--- config.mk ---
export PLATFORM = sky130hd
export DESIGN_NAME = i2cm_master
export DESIGN_NICKNAME = d
export VERILOG_FILES = /design/src/design/i2cm_pkg.sv /design/src/design/i2cm_sync.sv /design/src/design/i2cm_fifo.sv /design/src/design/i2cm_master.sv
export SDC_FILE = /design/constraint.sdc
export NUM_CORES = 1
export LEC_CHECK = 0
export ABC_AREA = 1
export BUFFER_PORTS_ARGS = -buffer_cell sky130_fd_sc_hd__buf_2
export CORE_UTILIZATION = 49
export DETAILED_ROUTE_END_ITERATION = 8
export GPL_TIMING_DRIVEN = 0
export PLACE_DENSITY = 0.73
export SETUP_SLACK_MARGIN = 0.4
export SLEW_MARGIN = 20
export SYNTH_ARGS = -nofsm -noshare
export SYNTH_HDL_FRONTEND = slang
export SYNTH_HIERARCHICAL = 1
export SYNTH_SLANG_ARGS = --single-unit
--- constraint.sdc ---
create_clock -name ref_clk_in -period 3.25 [get_ports ref_clk_in]
set_clock_uncertainty 0.15 [all_clocks]
set_input_delay 0.325 -clock ref_clk_in [delete_from_list [all_inputs] [get_ports ref_clk_in]]
set_output_delay 0.325 -clock ref_clk_in [all_outputs]
set_load 0.005 [all_outputs]
--- src/design/i2cm_pkg.sv ---
package i2cm_pkg;

	// Bus rate: standard mode only, fast mode is never generated
	localparam int CLK_PERIOD_NS  = 10;
	localparam int BIT_RATE_KBPS  = 100;
	localparam int T_BIT_NS       = 1000000 / BIT_RATE_KBPS;
	localparam int T_QTR_NS       = T_BIT_NS / 4;
	// Least time per quarter bit, rounded up to whole cycles
	localparam int QTR_CYC        = (T_QTR_NS + CLK_PERIOD_NS - 1) / CLK_PERIOD_NS;
	localparam int QTR_W          = 8;
	localparam logic [QTR_W-1:0] QTR_LAST = QTR_W'(QTR_CYC - 1);

	// Byte framing: eight data bits then the acknowledge bit
	localparam int BIT_W          = 4;
	localparam logic [BIT_W-1:0] BIT_ACK  = 4'h8;
	localparam logic [BIT_W-1:0] BIT_ZERO = 4'h0;
	localparam logic [BIT_W-1:0] BIT_ONE  = 4'h1;

	// First five bits of the first byte of an extended address
	localparam logic [4:0] TENBIT_PREFIX = 5'h1e;

	// Far device control register layout, kept for software reference
	localparam int PORT_CLK_RELEASE_BIT = 4;
	localparam int PORT_ENABLE_BIT      = 5;

	// Response buffer shape
	localparam int RSP_DEPTH = 2;

	// One command: optional start, at most one byte, optional stop
	typedef struct packed {
		logic       start;
		logic       stop;
		logic       rd;
		logic       nack;
		logic       has_byte;
		logic [7:0] data;
	} i2cm_cmd_s;

	// One answer per byte moved on the bus
	typedef struct packed {
		logic [7:0] data;
		logic       nack;
		logic       arb_lost;
	} i2cm_rsp_s;

	localparam int RSP_W = $bits(i2cm_rsp_s);

	typedef enum logic [3:0] {
		ST_IDLE  = 4'h0,
		ST_SA    = 4'h1,
		ST_SB    = 4'h2,
		ST_HOLD  = 4'h3,
		ST_RSA   = 4'h4,
		ST_RSB   = 4'h5,
		ST_RSC   = 4'h6,
		ST_LO    = 4'h7,
		ST_SETUP = 4'h8,
		ST_RISE  = 4'h9,
		ST_HIGH  = 4'ha,
		ST_PA    = 4'hb,
		ST_PB    = 4'hc,
		ST_PC    = 4'hd,
		ST_PD    = 4'he
	} i2cm_state_e;

endpackage

--- src/design/i2cm_sync.sv ---
`timescale 1ns/100ps
module i2cm_sync
	import i2cm_pkg::*;
#(
	parameter int W = 2
) (
	input  wire logic         ref_clk_in,
	input  wire logic         rstn_in,
	input  wire logic [W-1:0] d_in,
	output logic      [W-1:0] q_out
);

	logic [W-1:0] meta_q;

	// Two flops per line; lines idle high, so reset to one
	generate
		for (genvar i = 0; i < W; i++) begin : g_bit
			always_ff @(posedge ref_clk_in or negedge rstn_in) begin
				if (!rstn_in) begin
					meta_q[i] <= 1'b1;
					q_out[i]  <= 1'b1;
				end else begin
					meta_q[i] <= d_in[i];
					q_out[i]  <= meta_q[i];
				end
			end
		end
	endgenerate

endmodule

--- src/design/i2cm_fifo.sv ---
`timescale 1ns/100ps
module i2cm_fifo
	import i2cm_pkg::*;
#(
	parameter int W     = RSP_W,
	parameter int DEPTH = RSP_DEPTH
) (
	input  wire logic         ref_clk_in,
	input  wire logic         rstn_in,
	input  wire logic         in_valid_in,
	output logic              in_ready_out,
	input  wire logic [W-1:0] in_data_in,
	output logic              out_valid_out,
	input  wire logic         out_ready_in,
	output logic      [W-1:0] out_data_out
);

	localparam int AW = (DEPTH > 1) ? $clog2(DEPTH) : 1;
	localparam logic [AW-1:0] PTR_LAST = AW'(DEPTH - 1);
	localparam logic [AW:0]   CNT_FULL = (AW + 1)'(DEPTH);

	logic [W-1:0]  mem_q [DEPTH];
	logic [AW-1:0] wr_ptr_q;
	logic [AW-1:0] rd_ptr_q;
	logic [AW:0]   count_q;
	logic          push;
	logic          pop;

	// Full and empty come straight from the occupancy count
	assign in_ready_out  = (count_q != CNT_FULL);
	assign out_valid_out = (count_q != '0);
	assign out_data_out  = mem_q[rd_ptr_q];
	assign push          = in_valid_in && in_ready_out;
	assign pop           = out_valid_out && out_ready_in;

	// Storage is written only, never reset, to keep it cheap
	always_ff @(posedge ref_clk_in) begin
		if (push) begin
			mem_q[wr_ptr_q] <= in_data_in;
		end
	end

	// Pointers wrap at the depth, which need not be a power of two
	always_ff @(posedge ref_clk_in or negedge rstn_in) begin
		if (!rstn_in) begin
			wr_ptr_q <= '0;
			rd_ptr_q <= '0;
			count_q  <= '0;
		end else begin
			if (push) begin
				wr_ptr_q <= (wr_ptr_q == PTR_LAST) ? '0 : wr_ptr_q + 1'b1;
			end
			if (pop) begin
				rd_ptr_q <= (rd_ptr_q == PTR_LAST) ? '0 : rd_ptr_q + 1'b1;
			end
			if (push && !pop) begin
				count_q <= count_q + 1'b1;
			end else if (pop && !push) begin
				count_q <= count_q - 1'b1;
			end
		end
	end

endmodule

--- src/design/i2cm_master.sv ---
// How it works
// - Clock bytes at standard rate, tolerate faster devices
// - Master always drives clock, opposite data role
// - Pins only pull low or release
// - Idle bus: both lines released
// - Start is data falling while clock high
// - Stop is data rising while clock high
// - Data changes only while clock low
// - First byte carries address and direction
// - Whole bytes, no limit per transfer
// - Unacknowledged write forces a stop
// - Read acks all bytes except last
// - Stop after acknowledge is valid termination
// - Wait while the clock line is held low
// - Repeated start after acknowledge keeps the bus
// - Losing arbitration switches data output off
// - After loss, clock only to byte end
`timescale 1ns/100ps
module i2cm_master
	import i2cm_pkg::*;
(
	input  wire logic      ref_clk_in,
	input  wire logic      rstn_in,
	input  wire logic      en_in,
	input  wire logic      cmd_valid_in,
	output logic           cmd_ready_out,
	input  wire i2cm_cmd_s cmd_in,
	output logic           rsp_valid_out,
	input  wire logic      rsp_ready_in,
	output i2cm_rsp_s      rsp_out,
	output logic           busy_out,
	input  wire logic      scl_in,
	output logic           scl_out,
	output logic           scl_oe_out,
	input  wire logic      sda_in,
	output logic           sda_out,
	output logic           sda_oe_out
);

	i2cm_state_e      state_q;
	i2cm_cmd_s        cmd_q;
	logic [QTR_W-1:0] div_q;
	logic             tick;
	logic [1:0]       line_s;
	logic             scl_s;
	logic             sda_s;
	logic             scl_p_q;
	logic             sda_p_q;
	logic             start_det;
	logic             stop_det;
	logic             busy_q;
	logic             scl_low_q;
	logic             sda_low_q;
	logic [7:0]       shift_q;
	logic [BIT_W-1:0] bit_q;
	logic             lost_q;
	logic             take;
	logic             rsp_push;
	logic             rsp_room;
	logic             rsp_in_ready;
	logic             drive_bit;
	logic             ack_bit;
	logic             wr_nack;
	i2cm_rsp_s        rsp_d;

	// Both lines pass two flops before anything reads them
	i2cm_sync #(
		.W(2)
	) u_sync (
		.ref_clk_in(ref_clk_in),
		.rstn_in   (rstn_in),
		.d_in      ({scl_in, sda_in}),
		.q_out     (line_s)
	);

	assign scl_s = line_s[1];
	assign sda_s = line_s[0];

	// Open drain: the pad level is always low, only the enable moves
	assign scl_out    = 1'b0;
	assign sda_out    = 1'b0;
	assign scl_oe_out = scl_low_q;
	assign sda_oe_out = sda_low_q;
	assign busy_out   = busy_q;

	// Quarter-bit enable; four quarters plus stretch make one bit
	always_ff @(posedge ref_clk_in or negedge rstn_in) begin
		if (!rstn_in) begin
			div_q <= '0;
		end else if (div_q == QTR_LAST) begin
			div_q <= '0;
		end else begin
			div_q <= div_q + 1'b1;
		end
	end

	assign tick = (div_q == QTR_LAST);

	// Start and stop seen on the bus, from any master
	assign start_det = scl_s && scl_p_q && sda_p_q && !sda_s;
	assign stop_det  = scl_s && scl_p_q && !sda_p_q && sda_s;

	// Bus busy tracking lets us wait out another master's frame
	always_ff @(posedge ref_clk_in or negedge rstn_in) begin
		if (!rstn_in) begin
			scl_p_q <= 1'b1;
			sda_p_q <= 1'b1;
			busy_q  <= 1'b0;
		end else begin
			scl_p_q <= scl_s;
			sda_p_q <= sda_s;
			if (start_det) begin
				busy_q <= 1'b1;
			end else if (stop_det) begin
				busy_q <= 1'b0;
			end
		end
	end

	// A byte command needs buffer room first, so a slow reader stalls
	// the bus with the clock held low instead of losing a word
	assign rsp_room      = !cmd_in.has_byte || rsp_in_ready;
	assign cmd_ready_out = en_in && rsp_room && (state_q == ST_IDLE || state_q == ST_HOLD);
	assign take          = cmd_valid_in && cmd_ready_out;

	// Pull-low enable for data during the low phase of the current bit
	assign ack_bit   = cmd_q.rd && !cmd_q.nack && !lost_q;
	assign drive_bit = (bit_q == BIT_ACK) ? ack_bit
	                 : (!cmd_q.rd && !lost_q && !shift_q[7]);
	// Write byte refused when data stays high in the ninth clock
	assign wr_nack   = !cmd_q.rd && sda_s;

	// Bus sequencer and line drivers
	always_ff @(posedge ref_clk_in or negedge rstn_in) begin
		if (!rstn_in) begin
			state_q   <= ST_IDLE;
			scl_low_q <= 1'b0;
			sda_low_q <= 1'b0;
		end else if (!en_in) begin
			state_q   <= ST_IDLE;
			scl_low_q <= 1'b0;
			sda_low_q <= 1'b0;
		end else begin
			unique case (state_q)
				ST_IDLE: begin
					scl_low_q <= 1'b0;
					sda_low_q <= 1'b0;
					if (take && cmd_in.has_byte) begin
						state_q <= ST_SA;
					end
				end
				ST_SA: if (tick && scl_s && sda_s && !busy_q) begin
					sda_low_q <= 1'b1;
					state_q   <= ST_SB;
				end
				ST_SB: if (tick) begin
					scl_low_q <= 1'b1;
					state_q   <= ST_LO;
				end
				ST_HOLD: if (take) begin
					if (cmd_in.has_byte) begin
						state_q <= cmd_in.start ? ST_RSA : ST_LO;
					end else if (cmd_in.stop) begin
						state_q <= ST_PA;
					end
				end
				ST_RSA: if (tick) begin
					sda_low_q <= 1'b0;
					state_q   <= ST_RSB;
				end
				ST_RSB: if (tick) begin
					scl_low_q <= 1'b0;
					state_q   <= ST_RSC;
				end
				ST_RSC: if (tick && scl_s && sda_s) begin
					sda_low_q <= 1'b1;
					state_q   <= ST_SB;
				end
				ST_LO: if (tick) begin
					sda_low_q <= drive_bit;
					state_q   <= ST_SETUP;
				end
				ST_SETUP: if (tick) begin
					scl_low_q <= 1'b0;
					state_q   <= ST_RISE;
				end
				ST_RISE: if (tick && scl_s) begin
					state_q <= ST_HIGH;
				end
				ST_HIGH: if (tick) begin
					scl_low_q <= 1'b1;
					if (bit_q != BIT_ACK) begin
						state_q <= ST_LO;
						if (lost_q || (!cmd_q.rd && !sda_low_q && !sda_s)) begin
							sda_low_q <= 1'b0;
						end
					end else if (lost_q) begin
						scl_low_q <= 1'b0;
						sda_low_q <= 1'b0;
						state_q   <= ST_IDLE;
					end else if (wr_nack || cmd_q.stop) begin
						state_q <= ST_PA;
					end else begin
						state_q <= ST_HOLD;
					end
				end
				// Stop always follows the ack clock, never cuts into it
				ST_PA: if (tick) begin
					sda_low_q <= 1'b1;
					state_q   <= ST_PB;
				end
				ST_PB: if (tick) begin
					scl_low_q <= 1'b0;
					state_q   <= ST_PC;
				end
				ST_PC: if (tick && scl_s) begin
					sda_low_q <= 1'b0;
					state_q   <= ST_PD;
				end
				ST_PD: if (tick) begin
					state_q <= ST_IDLE;
				end
				default: begin
					scl_low_q <= 1'b0;
					sda_low_q <= 1'b0;
					state_q   <= ST_IDLE;
				end
			endcase
		end
	end

	// Command latch; held for the whole byte and its stop decision
	always_ff @(posedge ref_clk_in or negedge rstn_in) begin
		if (!rstn_in) begin
			cmd_q <= '0;
		end else if (take) begin
			cmd_q <= cmd_in;
		end
	end

	// Shift, bit count and arbitration; sampled at the end of clock-high
	always_ff @(posedge ref_clk_in or negedge rstn_in) begin
		if (!rstn_in) begin
			shift_q <= '0;
			bit_q   <= BIT_ZERO;
			lost_q  <= 1'b0;
		end else if (take && cmd_in.has_byte) begin
			shift_q <= cmd_in.data;
			bit_q   <= BIT_ZERO;
			lost_q  <= 1'b0;
		end else if (state_q == ST_HIGH && tick && bit_q != BIT_ACK) begin
			shift_q <= {shift_q[6:0], sda_s};
			bit_q   <= bit_q + BIT_ONE;
			if (!cmd_q.rd && !sda_low_q && !sda_s) begin
				lost_q <= 1'b1;
			end
		end
	end

	// One answer per byte, pushed as the ninth clock is sampled
	assign rsp_push       = (state_q == ST_HIGH) && tick && (bit_q == BIT_ACK);
	assign rsp_d.data     = shift_q;
	assign rsp_d.nack     = cmd_q.rd ? cmd_q.nack : sda_s;
	assign rsp_d.arb_lost = lost_q;

	i2cm_fifo #(
		.W    (RSP_W),
		.DEPTH(RSP_DEPTH)
	) u_rsp_fifo (
		.ref_clk_in   (ref_clk_in),
		.rstn_in      (rstn_in),
		.in_valid_in  (rsp_push),
		.in_ready_out (rsp_in_ready),
		.in_data_in   (rsp_d),
		.out_valid_out(rsp_valid_out),
		.out_ready_in (rsp_ready_in),
		.out_data_out (rsp_out)
	);

	// Checks on the driven lines
	localparam int QMAX = 260;
	localparam int SMAX = 520;
endmodule

==> results of run 1 <==
[cell families (layout without fill, tap and decap cells)]
| kind of cell | count (synthesis) | after routing | synth area share, % |
|---|---|---|---|
| DFF | 61 | 61 | 51.3 |
| other | 1 | 2 | 0.118 |
| AOI/OAI and AO/OA | 40 | 40 | 6.88 |
| xor gates and xnor gates | 3 | 3 | 1.06 |
| buffers and inverters | 52 | 104 | 7.19 |
| adders and majority gates | 5 | 5 | 1.96 |
| and+or+nand+nor | 222 | 222 | 31.5 |
[state kept, by name (all words and copies together), names as in the netlist, 3 cells and up]
name,count
state_q,4
shift_q,8
u_rsp_fifo/mem_q,20
cmd_q,3
div_q,8
bit_q,4
[final timing paths]
check | from | to | slack (ns) | cells past startpoint
setup / recovery | div_q[1] | u_rsp_fifo/mem_q[1][5] | 0.75 | 8
hold / removal | rstn_in | scl_oe_out | -0.05 | 1
setup reg to reg | div_q[1] | u_rsp_fifo/mem_q[1][5] | 0.75 | 8
hold reg to reg | u_sync/meta_q[0] | u_sync/q_out[0] | 0.21 | 0
max in group asynchronous | rstn_in | div_q[2] | 2.41 | 1
min in group ref_clk_in | cmd_in[7] | shift_q[7] | 0.05 | 3
[what timing repair did]
action	in CTS	in global routing
hold buffers	2	0
setup buffers	0	0
hold endpoints to repair	2	0
endpoints found under the setup margin	0	20
resized for setup	0	2
[power by group]
part / switching [mW] / internal, mW
logic: 0.405 / 0.219
registers: 0.0942 / 0.930
clock network: 0.319 / 0.356
[cell usage in the layout (no fill, tap or decap), types with 3 or more instances in the layout]
cell,synthesis,final
o21ai_0,16,16
nand2_4,3,3
clkbuf_8,0,9
nand3_1,31,31
o211ai_1,3,3
edfxtp_1,20,20
nor2_1,34,32
dfrtp_1,35,35
inv_2,7,7
nand2_2,5,5
buf_4,4,4
inv_1,36,36
ha_1,5,5
buf_2,3,37
dfstp_2,6,6
nand2_1,126,126
nor2_2,7,9
nand4_1,5,5
nor2_4,3,3
a21oi_1,14,14
nor3_1,3,3
[cells in the mapped netlist (3+ instances only)]
master    count  area, um2
nand2_1     126        473
inv_1        36        135
dfrtp_1      35        876
nor2_1       34        128
nand3_1      31        155
edfxtp_1     20        601
o21ai_0      16       80.1
a21oi_1      14       70.1
inv_2         7       26.3
nor2_2        7       43.8
dfstp_2       6        158
ha_1          5       62.6
nand2_2       5       31.3
nand4_1       5       31.3
buf_4         4       30.0
buf_2         3       15.0
nand2_4       3       33.8
nor2_4        3       33.8
nor3_1        3       15.0
o211ai_1      3       22.5
[worst max-delay path: cells and delay by family, from the launching register on]
family | cells | cell delay [ns]
simple gates | 6 | 1.38
flops | 1 | 0.40
fa+ha+maj | 1 | 0.14
buf+inv | 1 | 0.06
[cell type report]
class                   instances  area [um2]  area share (%)
multi-input cells             272        1330            36.2
plain buffers                   9        67.6            1.84
well taps                      77        96.3            2.62
clock inverters                 7        73.8            2.01
inverters                      43         161            4.39
repair buffers                 36         190            5.17
clock buffers                   9         124            3.37
flip-flops and latches         61        1630            44.4
[layer usage]
metal  up-vias  share of wire [%]
met5         -                  0
met4         0                1.8
met3        15                4.4
met2        66                 49
met1      1231                 45
li1       1334                  -
==> impl_metrics.ini, run 1 <==
[global_routing]
grt_max_degree = 42
top_usage_layer = met2
grt.overflow.total = 0
grt_util_met3_pct = 6.26
antenna_found_initial = 0
grt_pass1_wl_um = 11300
use_met1_pct = 29.0
grt_pass1_vias = 2476
grt_util_all_layers_pct = 22.6
use_met2_pct = 36.3

[power]
irDropWorstVdd_mv = 0.357
power_density_mw_per_mm2 = 632
finalPower_mw = 2.32
leakagePower_nw = 1.82

[final_layout]
fin_cells = 514
nets = 457
drive_gt1_share_pct = 22.2
fin_util_pct = 58.2
n_fill_cell = 600
diodes = 0
final_area_mm2 = 0.00368
syn_to_final_growth_pct = 15.5

[yosys]
synth_warnings = 6
syn-cell-area_mm2 = 0.00318
synth_area_per_cell_um2 = 8.29
ys_ff_latch = 61
async_flop_share_pct = 67.2
netlist_instances = 384
synth_cell_types = 34
seq_area_frac_synth_pct = 51.3
ys.flop_type = dfrtp_1
synth_enable_flop_cells = 20

[detailed_routing]
wl_per_cell_um = 13.1
viasPerCell = 5.15
drt-initial-drc-count = 131
drt_pre_antenna_iters = 4
antenna_left = 0
vias = 2646
drcViolationCount = 0
drt-total-wl_um = 6760

[placement]
post_dp_cell_area_mm2 = 0.00345
dp_slack_ns = 0.527
io_buffers = 34
post-place-cells = 496
gp_congestion = 0.973
hpwl_um = 4970

[hold_path]
hold_class = in2async

[setup_path]
critPathMostFrequentCell = nand2_4
cpMaxStageDelayCell = nor2_2
required_ns = 3.07
crit_chain = inv_1 > ha_1 > nand2_1 > nor2_1 > nand2_4 > nor3_1 > nand2_4 > nor2_2
crit_fanout = 10
cp-start-kind = flop
crit_path_end_kind = flop
worst_ep_arrival_time_ns = 2.32
path_class = reg2reg
slowest_delay_ns = 0.47

[cts]
clock_latency_ns = 0.34
cts_root_buf = clkbuf_8
clkTransAtPathRegs_ns = 0.07
clock-sinks = 61
numCtsBuffers = 9
htree_levels = 3
cts_max_path_buffers = 2
cts_tree = yes

[die]
start_util_pct = 50.4
fp.dieArea_mm2 = 0.00683
placeableCoreArea_mm2 = 0.00631
rows = 29
io_pins = 37
die_y_um = 82.6
fp.dieW_um = 82.6

[sta]
slew_violations = 0
tns_ns = 0
finalHoldViolCount = 35
rsz0062_at_grt = no
whs_ns = -0.0459
min_period_ns = 2.50
layout_setup_ws_ns = 0.754
setup_viol = 0
worstMarginPinSlew_ns = 0.918
max_freq_ghz = 0.401
post-route-period-util_pct = 76.8
maxSlewHeadroom_pct = 38.8

[run]
drv_cap = 0

[run_status]
violations = negative hold slack
status = complete, but fails checks
Power figures use the tool's default switching activity.
==> run 2: changes to the inputs <==
==> constraint.sdc (replaced) <==
create_clock -name ref_clk_in -period 2.5 [get_ports ref_clk_in]
set_clock_uncertainty 0.15 [all_clocks]
set_input_delay 0.25 -clock ref_clk_in [delete_from_list [all_inputs] [get_ports ref_clk_in]]
set_output_delay 0.25 -clock ref_clk_in [all_outputs]
set_load 0.005 [all_outputs]
==> impl_metrics.ini, run 2 (synthesized netlist as in run 1, its figures left out) <==
[setup_path]
required_ns = 2.10
path_class = reg2out
crit_fanout = 7
reg2reg_slack_ns = 0.49
crit_path_end_kind = primary output
cp-start-kind = flop
worst_ep_arrival_time_ns = 1.63

[final_layout]
syn_to_final_growth_pct = 23.6
final_cell_mix = nand2_1 (125), buf_2 (36), inv_1 (35), dfrtp_1 (35), nor2_1 (31)
nets = 477
reg_top3 = u_rsp_fifo/mem_q x20, div_q x8, shift_q x8
largest_register_ffs = 20
multi_input_area_mm2 = 0.00140
layout_commonest_cell = nand2_1
diodes = 0
n_fill_cell = 552
regMostFlops = u_rsp_fifo/mem_q
drive_gt1_share_pct = 24.7
final-seq-area_mm2 = 0.00163
fin_util_pct = 62.3

[cts]
numCtsBuffers = 9
htree_levels = 3
cts_max_path_buffers = 2
clkTransAtPathRegs_ns = 0.07
clock-sinks = 61
cts_root_buf = clkbuf_8
clock_latency_ns = 0.34
cts_tree = yes

[run]
drv_cap = 0

[placement]
io_buffers = 34
hpwl_um = 4870
gp_congestion = 0.968
dp_slack_ns = 0.00338

[die]
io_pins = 37
fp.dieArea_mm2 = 0.00683
fp.dieW_um = 82.6
die_y_um = 82.6
start_util_pct = 50.4
rows = 29
placeableCoreArea_mm2 = 0.00631

[power]
power_density_mw_per_mm2 = 777
internal_power_mw = 1.98
power_switching_mw = 1.08
finalPower_mw = 3.06
irDropWorstVdd_mv = 0.689
seq_power_share_pct = 43.7
switching_share_pct = 35.2
clkPwrFrac_pct = 28.5
leakagePower_nw = 1.93
pwr-share-comb_pct = 27.8

[detailed_routing]
vias = 2719
viasPerCell = 5.09
drt-initial-drc-count = 127
drt_pre_antenna_iters = 4
wl_per_cell_um = 13.0
antenna_left = 0
drt-total-wl_um = 6930
drcViolationCount = 0

[global_routing]
grt_max_degree = 42
antenna_found_initial = 0
grt_pass1_wl_um = 11700
grt_util_all_layers_pct = 23.5
grt_pass1_vias = 2554
grt.overflow.total = 0

[sta]
rsz0062_at_grt = yes
slew_violations = 0
setup_viol = 0
worstMarginPinSlew_ns = 0.903
finalHoldViolCount = 0
layout_setup_ws_ns = 0.475
post-route-period-util_pct = 81.0
tns_ns = 0
max_freq_ghz = 0.494
min_period_ns = 2.03
whs_ns = 0.0405
maxSlewHeadroom_pct = 39.8

[hold_path]
hold_class = in2reg

[run_status]
status = complete, no violations
==> run 2: stage by stage <==
stage | cell area [um2] | cells
2_1_floorplan | 3190 | 385
3_3_place_gp | 3460 | 496
3_5_place_dp | 3460 | 496
4_1_cts | 3840 | 527
5_1_grt | 3940 | 534
6_report | 3940 | 534
==> run 2: area by class of cell <==
type	count	area share (%)
flip-flops and latches	61	41.5
clock inverters	7	1.88
inverters	43	4.16
clock buffers	9	3.15
repair buffers	56	9.60
well taps	77	2.45
multi-input cells	272	35.5
plain buffers	9	1.78
==> run 2: power groups by stage <==
stage | clock network, mW | registers, mW | logic (mW)
detailed placement | 0 | 1.35 | 0.803
global route | 0.943 | 1.36 | 0.964
global placement | 0 | 1.34 | 0.792
floorplan | 0 | 1.31 | 0.609
finish | 0.872 | 1.34 | 0.849
CTS | 0.891 | 1.33 | 0.824
==> run 2: timing repair <==
item,in CTS,in global routing
endpoints found under the hold margin,46,0
buffers inserted,3,7
pin swaps,2,4
setup endpoints to repair,23,27
gates resized for setup,8,11
hold buffers,12,0
==> run 2: final timing paths <==
| path | startpoint | endpoint | cells after the start |
|---|---|---|---|
| max | state_q[2] | cmd_ready_out | 6 |
| min | rsp_ready_in | u_rsp_fifo/rd_ptr_q | 3 |
| max reg2reg | state_q[2] | u_rsp_fifo/count_q[1] | 10 |
| min reg2reg | u_sync/meta_q[0] | u_sync/q_out[0] | 0 |
| max in group asynchronous | rstn_in | sda_oe_out | 2 |
| min in group asynchronous | rstn_in | state_q[2] | 2 |
==> run 2: critical path, cell delays in order, from the launching register on <==
cell,delay [ns]
dfrtp_1,0.49
nor2_2,0.26
nand2_1,0.08
nand2_1,0.09
nand2_1,0.08
nor2_4,0.15
buf_2,0.14
==> run 2: routing by layer <==
| metal | track usage, % | wire length, um | vias up | part of all wire (%) |
|---|---|---|---|---|
| met1 | 30.3 | 2980 | 1260 | 43 |
| met5 | 0 | 0 | - | 0 |
| met4 | 8.97 | 133 | 0 | 1.9 |
| li1 | - | - | 1373 | - |
| met2 | 38.0 | 3460 | 74 | 50 |
| met3 | 6.15 | 359 | 12 | 5.2 |
